`src/rtl/ulpi_phy_params.svh`:
```
// Offsets, field positions, reset values and timing counts for the
// low pin count link signalling block.
// Assumes a single 250 MHz system clock and byte-addressed registers.
`ifndef ULPI_PHY_PARAMS_SVH
`define ULPI_PHY_PARAMS_SVH

`define SYS_CLK_MHZ      250
`define LINK_CLK_MHZ     60
`define PHASE_MOD        8'd250
`define PHASE_STEP       8'd120

`define PLL_STARTUP_US   1
`define PLL_STARTUP_CYC  (`PLL_STARTUP_US * `LINK_CLK_MHZ)
`define VBUS_PULSE_US    10
`define VBUS_PULSE_CYC   (`VBUS_PULSE_US * `SYS_CLK_MHZ)

`define REG_STATUS       5'h00
`define REG_FUNC_CTRL    5'h04
`define REG_OTG_CTRL     5'h08
`define REG_TX_DATA      5'h0c
`define REG_RX_DATA      5'h10

`define FUNC_RESET_BIT   5
`define OTG_SUPPLY_BIT   0
`define OTG_EXTSEL_BIT   1
`define OTG_PULSE_BIT    2

`define OTG_CTRL_RESET   3'h0
`define RX_FIFO_DEPTH    4
`define RX_FIFO_WIDTH    9

`endif

```
`src/rtl/ulpi_phy_pkg.sv`:
```
// Types used by the link signalling block; its receive FIFO keeps its own.
// Widths are written out literally in the struct.
`include "ulpi_phy_params.svh"
package ulpi_phy_pkg;

  typedef enum logic [2:0] {
    LNK_STARTUP,
    LNK_TURN_DN,
    LNK_IDLE,
    LNK_RX,
    LNK_TURN_UP,
    LNK_SEND
  } link_state_e;

  typedef struct packed {
    logic [1:0]  stp_sync;
    logic [1:0]  ext_sync;
    logic [1:0]  id_sync;
    logic [1:0]  vcmp_sync;
    logic [1:0]  xrst_sync;
    logic [7:0]  data_s1;
    logic [7:0]  data_s2;
    logic [7:0]  phase;
    logic        link_clk;
    link_state_e st;
    logic [7:0]  startup_cnt;
    logic        dir;
    logic        nxt;
    logic [7:0]  dout;
    logic        doe_n;
    logic        hold_valid;
    logic [7:0]  hold_byte;
    logic        waitreq;
    logic [31:0] rdata;
    logic        supply_en;
    logic        ext_sel;
    logic        reset_req;
    logic [23:0] pulse_cnt;
    logic        pulse;
    logic        tx_pend;
    logic [7:0]  tx_byte;
  } phy_state_s;

endpackage : ulpi_phy_pkg

```
`src/rtl/rx_fifo_if.sv`:
```
// Carrier between the link logic and its receive FIFO.
// Single clock domain; no clocking.
`timescale 1ns/10ps
interface rx_fifo_if #(
  parameter int W = 9,
  parameter int D = 4
);
  logic                   push_valid;
  logic                   push_ready;
  logic [W-1:0]           push_data;
  logic                   pop_valid;
  logic                   pop_ready;
  logic [W-1:0]           pop_data;
  logic                   flush;
  logic [$clog2(D+1)-1:0] level;

  modport fill  (output push_valid, push_data, pop_ready, flush,
                 input  push_ready, pop_valid, pop_data, level);
  modport store (input  push_valid, push_data, pop_ready, flush,
                 output push_ready, pop_valid, pop_data, level);
endinterface : rx_fifo_if

```
`src/rtl/rx_fifo.sv`:
```
// Receive byte FIFO with valid/ready on both sides and flush.
// Assumes the same clock and synchronous reset as its user.
`timescale 1ns/10ps
module rx_fifo #(
  parameter int W = 9,
  parameter int D = 4
) (
  // Clock and reset
  input  wire logic sys_clk_in,
  input  wire logic resetn_in,
  // Queue ports
  rx_fifo_if.store  q
);
  localparam int PW = $clog2(D);
  localparam int CW = $clog2(D+1);

  typedef struct packed {
    logic [D-1:0][W-1:0] mem;
    logic [PW-1:0]       rd;
    logic [PW-1:0]       wr;
    logic [CW-1:0]       cnt;
  } fifo_state_s;

  fifo_state_s s;
  fifo_state_s next_s;
  logic        do_push;
  logic        do_pop;

  assign q.push_ready = (s.cnt != CW'(D));
  assign q.pop_valid  = (s.cnt != '0);
  assign q.pop_data   = s.mem[s.rd];
  assign q.level      = s.cnt;

  always_comb begin
    next_s  = s;
    do_push = q.push_valid && q.push_ready;
    do_pop  = q.pop_ready && q.pop_valid;
    if (do_push) begin
      next_s.mem[s.wr] = q.push_data;
      next_s.wr        = (s.wr == PW'(D-1)) ? '0 : s.wr + 1'b1;
    end
    if (do_pop) begin
      next_s.rd = (s.rd == PW'(D-1)) ? '0 : s.rd + 1'b1;
    end
    next_s.cnt = s.cnt + CW'(do_push) - CW'(do_pop);
    if (q.flush) begin
      next_s.rd  = '0;
      next_s.wr  = '0;
      next_s.cnt = '0;
    end
  end

  always_ff @(posedge sys_clk_in) begin
    if (!resetn_in) begin
      s <= '0;
    end else begin
      s <= next_s;
    end
  end
endmodule : rx_fifo

```
`src/rtl/ulpi_phy_link.sv`:
```
// PHY-side signalling of the low pin count link: clock out, bus
// direction, byte throttle, stream stop and the side pins.
// Assumes a 250 MHz system clock, an Avalon-MM master with waitrequest,
// and a link-layer controller clocked by interface_clock_out.
`timescale 1ns/10ps
`include "ulpi_phy_params.svh"
module ulpi_phy_link #(
  parameter logic [23:0] VBUS_PULSE_CYCLES = 24'(`VBUS_PULSE_CYC)
) (
  // Clock and reset
  input  wire logic        sys_clk_in,
  input  wire logic        resetn_in,
  // Avalon-MM slave
  input  wire logic [4:0]  avs_address_in,
  input  wire logic        avs_read_in,
  input  wire logic        avs_write_in,
  input  wire logic [31:0] avs_writedata_in,
  output logic      [31:0] avs_readdata_out,
  output logic             avs_waitrequest_out,
  // Link pins
  output logic             interface_clock_out,
  output logic             dir_out,
  output logic             nxt_out,
  input  wire logic        stp_in,
  input  wire logic [7:0]  data_in,
  output logic      [7:0]  data_out,
  output logic             data_oe_n_out,
  // Side pins
  output logic             ext_supply_enable_out,
  input  wire logic        external_vbus_detect_in,
  input  wire logic        vbus_comparator_in,
  input  wire logic        xcvr_reset_in,
  input  wire logic        id_in,
  output logic             vbus_pulse_out
);
  localparam int CW = $clog2(`RX_FIFO_DEPTH + 1);

  ulpi_phy_pkg::phy_state_s s;
  ulpi_phy_pkg::phy_state_s next_s;

  rx_fifo_if #(.W(`RX_FIFO_WIDTH), .D(`RX_FIFO_DEPTH)) rxq ();

  rx_fifo #(
    .W (`RX_FIFO_WIDTH),
    .D (`RX_FIFO_DEPTH)
  ) u_rx_fifo (
    .sys_clk_in (sys_clk_in),
    .resetn_in  (resetn_in),
    .q          (rxq.store)
  );

  logic       link_rise;
  logic       wrap;
  logic [8:0] phase_sum;
  logic       xrst;
  logic       bus_req;
  logic       bus_ack;
  logic       room2;
  logic       room3;
  logic       push_v;
  logic [8:0] push_d;
  logic       pop_r;
  logic       flush;
  logic       vbus_valid;

  assign rxq.push_valid = push_v;
  assign rxq.push_data  = push_d;
  assign rxq.pop_ready  = pop_r;
  assign rxq.flush      = flush;

  assign avs_readdata_out      = s.rdata;
  assign avs_waitrequest_out   = s.waitreq;
  assign interface_clock_out   = s.link_clk;
  assign dir_out               = s.dir;
  assign nxt_out               = s.nxt;
  assign data_out              = s.dout;
  assign data_oe_n_out         = s.doe_n;
  assign ext_supply_enable_out = s.supply_en;
  assign vbus_pulse_out        = s.pulse;

  always_comb begin
    next_s = s;
    push_v = 1'b0;
    push_d = '0;
    pop_r  = 1'b0;
    flush  = 1'b0;

    // Pin synchronisers
    next_s.stp_sync  = {s.stp_sync[0], stp_in};
    next_s.ext_sync  = {s.ext_sync[0], external_vbus_detect_in};
    next_s.id_sync   = {s.id_sync[0], id_in};
    next_s.vcmp_sync = {s.vcmp_sync[0], vbus_comparator_in};
    next_s.xrst_sync = {s.xrst_sync[0], xcvr_reset_in};
    next_s.data_s1   = data_in;
    next_s.data_s2   = s.data_s1;

    // Fractional divider: 120/250 toggles per cycle gives 60 MHz
    phase_sum = {1'b0, s.phase} + {1'b0, `PHASE_STEP};
    wrap      = (phase_sum >= {1'b0, `PHASE_MOD});
    if (wrap) begin
      next_s.phase    = 8'(phase_sum - {1'b0, `PHASE_MOD});
      next_s.link_clk = ~s.link_clk;
    end else begin
      next_s.phase = phase_sum[7:0];
    end
    link_rise = wrap && !s.link_clk;

    vbus_valid = s.ext_sel ? s.ext_sync[1] : s.vcmp_sync[1];
    xrst       = s.xrst_sync[1] || s.reset_req;
    room2      = (CW'(`RX_FIFO_DEPTH) - rxq.level) >= CW'(2);
    room3      = (CW'(`RX_FIFO_DEPTH) - rxq.level) >= CW'(3);

    // Link side, stepped on each interface clock rising edge
    if (link_rise) begin
      if (xrst) begin
        next_s.st          = ulpi_phy_pkg::LNK_STARTUP;
        next_s.startup_cnt = '0;
        next_s.dir         = 1'b1;
        next_s.nxt         = 1'b0;
        next_s.doe_n       = 1'b1;
        next_s.hold_valid  = 1'b0;
        next_s.reset_req   = 1'b0;
        flush              = 1'b1;
      end else begin
        unique case (s.st)
          ulpi_phy_pkg::LNK_STARTUP: begin
            next_s.dir   = 1'b1;
            next_s.doe_n = 1'b1;
            next_s.startup_cnt = s.startup_cnt + 8'h01;
            if (s.startup_cnt == 8'(`PLL_STARTUP_CYC - 1)) begin
              next_s.dir = 1'b0;
              next_s.st  = ulpi_phy_pkg::LNK_TURN_DN;
            end
          end
          ulpi_phy_pkg::LNK_TURN_DN: begin
            next_s.st = ulpi_phy_pkg::LNK_IDLE;
          end
          ulpi_phy_pkg::LNK_IDLE: begin
            next_s.dir   = 1'b0;
            next_s.doe_n = 1'b1;
            if (s.data_s2 != 8'h00) begin
              next_s.st  = ulpi_phy_pkg::LNK_RX;
              next_s.nxt = room2;
            end else if (s.tx_pend) begin
              next_s.dir = 1'b1;
              next_s.st  = ulpi_phy_pkg::LNK_TURN_UP;
            end
          end
          ulpi_phy_pkg::LNK_RX: begin
            if (s.stp_sync[1]) begin
              // Held byte was on the bus just before the stop
              if (s.hold_valid) begin
                push_v = 1'b1;
                push_d = {1'b1, s.hold_byte};
              end
              next_s.hold_valid = 1'b0;
              next_s.nxt        = 1'b0;
              next_s.st         = ulpi_phy_pkg::LNK_IDLE;
            end else begin
              if (s.nxt) begin
                if (s.hold_valid) begin
                  push_v = 1'b1;
                  push_d = {1'b0, s.hold_byte};
                end
                next_s.hold_valid = 1'b1;
                next_s.hold_byte  = s.data_s2;
              end
              // A push now takes a slot; the held byte needs one later
              next_s.nxt = push_v ? room3 : room2;
            end
          end
          ulpi_phy_pkg::LNK_TURN_UP: begin
            next_s.dout  = s.tx_byte;
            next_s.doe_n = 1'b0;
            next_s.st    = ulpi_phy_pkg::LNK_SEND;
          end
          ulpi_phy_pkg::LNK_SEND: begin
            next_s.tx_pend = 1'b0;
            next_s.dir     = 1'b0;
            next_s.doe_n   = 1'b1;
            next_s.st      = ulpi_phy_pkg::LNK_TURN_DN;
          end
        endcase
      end
    end

    // Session request pulse on vbus
    if (s.pulse_cnt != 24'h000000) begin
      next_s.pulse_cnt = s.pulse_cnt - 24'h000001;
    end
    next_s.pulse = (next_s.pulse_cnt != 24'h000000);

    // Avalon-MM slave: one wait cycle, answer on the next edge
    bus_req = avs_read_in || avs_write_in;
    bus_ack = bus_req && !s.waitreq;
    next_s.waitreq = !(bus_req && s.waitreq);
    if (bus_req && s.waitreq) begin
      next_s.rdata = '0;
      if (avs_read_in) begin
        unique case (avs_address_in)
          `REG_STATUS: begin
            next_s.rdata[0]    = s.dir;
            next_s.rdata[1]    = s.id_sync[1];
            next_s.rdata[2]    = vbus_valid;
            next_s.rdata[3]    = (s.st != ulpi_phy_pkg::LNK_STARTUP);
            next_s.rdata[4]    = s.tx_pend;
            next_s.rdata[5]    = rxq.pop_valid;
            next_s.rdata[6]    = s.pulse;
            next_s.rdata[10:8] = 3'(rxq.level);
          end
          `REG_FUNC_CTRL: begin
            next_s.rdata[`FUNC_RESET_BIT] = s.reset_req;
          end
          `REG_OTG_CTRL: begin
            next_s.rdata[`OTG_SUPPLY_BIT] = s.supply_en;
            next_s.rdata[`OTG_EXTSEL_BIT] = s.ext_sel;
            next_s.rdata[`OTG_PULSE_BIT]  = s.pulse;
          end
          `REG_TX_DATA: begin
            next_s.rdata[7:0] = s.tx_byte;
          end
          `REG_RX_DATA: begin
            next_s.rdata[8:0] = rxq.pop_valid ? rxq.pop_data : 9'h000;
            next_s.rdata[9]   = rxq.pop_valid;
          end
          default: begin
            next_s.rdata = '0;
          end
        endcase
      end
    end
    if (bus_ack && avs_read_in && avs_address_in == `REG_RX_DATA) begin
      // Pop only a word that this read reported as valid
      pop_r = s.rdata[9] && rxq.pop_valid && !flush;
    end
    if (bus_ack && avs_write_in) begin
      unique case (avs_address_in)
        `REG_FUNC_CTRL: begin
          if (avs_writedata_in[`FUNC_RESET_BIT]) begin
            next_s.reset_req = 1'b1;
          end
        end
        `REG_OTG_CTRL: begin
          next_s.supply_en = avs_writedata_in[`OTG_SUPPLY_BIT];
          next_s.ext_sel   = avs_writedata_in[`OTG_EXTSEL_BIT];
          if (avs_writedata_in[`OTG_PULSE_BIT]) begin
            next_s.pulse_cnt = VBUS_PULSE_CYCLES;
          end
        end
        `REG_TX_DATA: begin
          if (!s.tx_pend) begin
            next_s.tx_pend = 1'b1;
            next_s.tx_byte = avs_writedata_in[7:0];
          end
        end
        default: begin
          next_s.tx_pend = next_s.tx_pend;
        end
      endcase
    end
  end

  always_ff @(posedge sys_clk_in) begin
    if (!resetn_in) begin
      s             <= '0;
      s.st          <= ulpi_phy_pkg::LNK_STARTUP;
      s.dir         <= 1'b1;
      s.doe_n       <= 1'b1;
      s.waitreq     <= 1'b1;
      s.supply_en   <= 1'b0;
    end else begin
      s <= next_s;
    end
  end
endmodule : ulpi_phy_link

```
`config.mk`:
```
export PLATFORM = sky130hd
export DESIGN_NAME = ulpi_phy_link
export DESIGN_NICKNAME = d
export VERILOG_FILES = /design/src/rtl/ulpi_phy_pkg.sv /design/src/rtl/rx_fifo_if.sv /design/src/rtl/rx_fifo.sv /design/src/rtl/ulpi_phy_link.sv
export VERILOG_INCLUDE_DIRS = /design/src /design/src/rtl
export SDC_FILE = /design/constraint.sdc
export NUM_CORES = 1
export LEC_CHECK = 0
export ABC_AREA = 1
export BUFFER_PORTS_ARGS = -buffer_cell sky130_fd_sc_hd__buf_4
export CAP_MARGIN = 20
export CORE_UTILIZATION = 60
export CTS_CLUSTER_DIAMETER = 60
export CTS_CLUSTER_SIZE = 30
export DETAILED_ROUTE_END_ITERATION = 12
export PLACE_DENSITY = 0.93
export SETUP_SLACK_MARGIN = 0.5
export SYNTH_ARGS = -nofsm -noshare
export SYNTH_HDL_FRONTEND = slang
export SYNTH_HIERARCHICAL = 1
export SYNTH_SLANG_ARGS = --single-unit
```
`constraint.sdc`:
```
create_clock -name sys_clk_in -period 5 [get_ports sys_clk_in]
set_input_delay 0.5 -clock sys_clk_in [delete_from_list [all_inputs] [get_ports sys_clk_in]]
set_output_delay 0.5 -clock sys_clk_in [all_outputs]
set_load 0.01 [all_outputs]
```
==> impl_metrics.env <==
export IMPL_rsz0062_at_grt="no"
export IMPL_synth_most_common_cell="nand2_1"
export IMPL_antenna_found_initial=0
export IMPL_synth_warnings=6
export IMPL_worstPathRequired_ps=5330
export IMPL_dr_pass1_iters=9
export IMPL_yosys_area_top_type="dfxtp_1"
export IMPL_post_cts_buffers=0
export IMPL_slew_headroom_pct=36.66
export IMPL_die_w_um=120.8
export IMPL_core_mm2=0.01383
export IMPL_synth_edf_count=0
export IMPL_grt_max_degree=97
export IMPL_startpoint="s[105]"
export IMPL_htreeDepth=4
export IMPL_synthArstFlopShare_pct=0
export IMPL_power_w=0.004558
export IMPL_swShare_pct=42.33
export IMPL_hpwlAfterDp_mm=13.31
export IMPL_cp_max_fo=43
export IMPL_max_freq_mhz=270.5
export IMPL_die_h_um=120.8
export IMPL_n_fill_cell=1137
export IMPL_grt_overflow=0
export IMPL_critical_path_class="reg -> reg"
export IMPL_fin_skew_ps=6.461
export IMPL_hold_class="in -> reg"
export IMPL_cts_tree="yes"
export IMPL_die_area_mm2=0.01460
export IMPL_hold_viol=0
export IMPL_power_share_sequential_pct=33.5
export IMPL_antenna_cells=0
export IMPL_final_antenna_net_count=0
export IMPL_nNetsFinal=1357
export IMPL_clk_latency_ps=430
export IMPL_synth_flop_cell="dfxtp_1"
export IMPL_drv_slew=0
export IMPL_start_util_pct=61.28
export IMPL_avgSynthCellArea_um2=6.651
export IMPL_drt_vias_per_instance=5.355
export IMPL_clkSlewWorstSetupHoldPaths_ps=70
export IMPL_tightest_slew_ps=950.0
export IMPL_status="finished with violations"
export IMPL_io_pins=101
export IMPL_grt_pass1_vias=7110
export IMPL_fin_area_mm2=0.009204
export IMPL_fin_crit_sh_pct=73.95
export IMPL_ys_seq_area_share_pct=37.09
export IMPL_synthCells=1274
export IMPL_crit_arrival_ps=4020
export IMPL_wire_per_inst_um=13.30
export IMPL_ys_ff_latch=157
export IMPL_gp_congestion=0.9345
export IMPL_ctsHoldBuffers=0
export IMPL_cap_viol_max_count=0
export IMPL_clock_power_share_pct=26.5
export IMPL_r2r_start="s[105]"
export IMPL_internal_power_w=0.002628
export IMPL_io_buffers=55
export IMPL_whs_ps=242.6
export IMPL_leakagePower_nw=4.429
export IMPL_drtIter0Drc=871
export IMPL_ctsResizeCount=0
export IMPL_startpoint_type="flop"
export IMPL_power_share_combinational_pct=39.9
export IMPL_placed_area_mm2=0.008650
export IMPL_syn_area_mm2=0.008473
export IMPL_synth_common_cells="nand2_1 (322), nor2_1 (199), inv_1 (193)"
export IMPL_synthTopCellsByArea="dfxtp_1 (37%), nand2_1 (14%), nor2_1 (8.8%)"
export IMPL_power_switching_w=0.001929
export IMPL_worstHoldStart="data_in[4]"
export IMPL_wirelength_mm=19.66
export IMPL_cts_made_buffers=17
export IMPL_drive_above_1_share_pct=9.630
export IMPL_grt_pass1_wl_mm=32.53
export IMPL_powerDensity_mw_per_mm2=495.2
export IMPL_period_needed_ps=3697
export IMPL_fin_tns_setup_ps=0
export IMPL_area_growth_pct=8.624
export IMPL_violations="DRC"
export IMPL_root_buffer="clkbuf_16"
export IMPL_clock_path_buffers=2
export IMPL_synth_distinct_cells=44
export IMPL_cts_sinks=157
export IMPL_dr_total_vias=7914
export IMPL_grt_util_all_layers_pct=28.07
export IMPL_synth_top_area_share_pct=37.09
export IMPL_finalSetupViolCount=0
export IMPL_peakVddDrop_mv=0.2802
export IMPL_row_count=43
export IMPL_end_kind="flop"
export IMPL_drcViolationCount=2
[worst paths after layout]
check | endpoint | slack, ps | cells past startpoint
max | u_rx_fifo/q.level[2] | 1300 | 16
min | next_s[114] | 240 | 3
max reg2reg | u_rx_fifo/q.level[2] | 1300 | 16
min reg2reg | s[135] | 410 | 2
[worst max-delay path, cell delays in order, from the launching register on]
cell and delay, ps:
dfxtp_1 380, inv_2 80, ha_1 230, xnor2_1 210
nor2_4 170, nand3_2 90, nand2_4 290, nand4_2 320
nor2_2 160, buf_4 420, nand2_4 90, ha_1 290
inv_1 40, ha_1 180, fa_1 370, xor2_1 160
nor2_1 50
[sequential cells by signal, indices dropped and copies added (netlist names)]
signal,cells
s,75
u_rx_fifo/s,40
next_s,13
avs_readdata_out,11
data_out,8
u_rx_fifo/q.level,3
avs_waitrequest_out,1
data_oe_n_out,1
dir_out,1
ext_supply_enable_out,1
interface_clock_out,1
nxt_out,1
vbus_pulse_out,1
[cells in the final DEF, fill, tap and decap left out, drive strengths merged]
| cell | count |
|---|---|
| nand2 | 330 |
| nor2 | 208 |
| inv | 203 |
| dfxtp | 157 |
| nand4 | 65 |
| buf | 59 |
| a21oi | 51 |
| nand3 | 49 |
| o21ai | 45 |
| conb | 21 |
| clkbuf | 18 |
| ha | 17 |
| nor3 | 14 |
| o22ai | 10 |
| xor2 | 10 |
| xnor2 | 8 |
| clkinv | 8 |
| nand3b | 7 |
| a211oi | 2 |
| nor3b | 2 |
| o31ai | 2 |
| a22oi | 2 |
| clkinvlp | 2 |
| or2 | 2 |
| nor4 | 2 |
| o21a | 1 |
| a31oi | 1 |
| o211ai | 1 |
| fa | 1 |
[metal layers]
| layer | routed length (um) | up-vias | track usage, % |
|---|---|---|---|
| li1 | - | 3933 | - |
| met1 | 8385 | 3585 | 34.77 |
| met2 | 9293 | 331 | 46.18 |
| met3 | 1357 | 65 | 5.660 |
| met4 | 628 | 0 | 14.12 |
| met5 | 0 | - | 0 |
[per-stage QoR]
stage          worst slack [ps]  util, %  cells
3_3_place_gp               1473    62.56   1446
3_5_place_dp               1372    62.56   1446
6_report                   1303    66.56   1478
4_1_cts                    1350    66.56   1478
2_1_floorplan              1999        -   1294
5_1_grt                    1032    66.56   1478
[power by group through the flow]
stage | combinational, W | sequential [W] | clock [W]
6_report | 0.00182 | 0.00153 | 0.00121
5_1_grt | 0.00206 | 0.00154 | 0.00127
4_1_cts | 0.00179 | 0.00152 | 0.00122
3_5_place_dp | 0.00177 | 0.00155 | 0
3_3_place_gp | 0.00171 | 0.00154 | 0
2_1_floorplan | 0.00145 | 0.00152 | 0
[final cells by class]
class / instances / area [um2] / share of cell area (%)
sequential: 157 / 3143 / 34.15
multi-input combinational: 851 / 4091 / 44.45
timing repair buffer: 59 / 442.9 / 4.812
clock buffer: 18 / 429.2 / 4.663
inverter: 199 / 747.0 / 8.116
clock inverter: 14 / 125.1 / 1.359
tap: 180 / 225.2 / 2.447
[logic make-up (layout without fill, tap and decap cells)]
logic type	count (synthesis)	count (layout)	synth area share, %
and+or+nand+nor	679	679	35.31
adders and majority gates	18	18	2.747
other	1	21	0.04426
DFF	157	157	37.09
xor gates and xnor gates	18	18	2.038
AOI/OAI and AO/OA	115	115	7.236
buffers and inverters	286	290	15.53
Note: power is estimated with default switching activity, not from simulation.
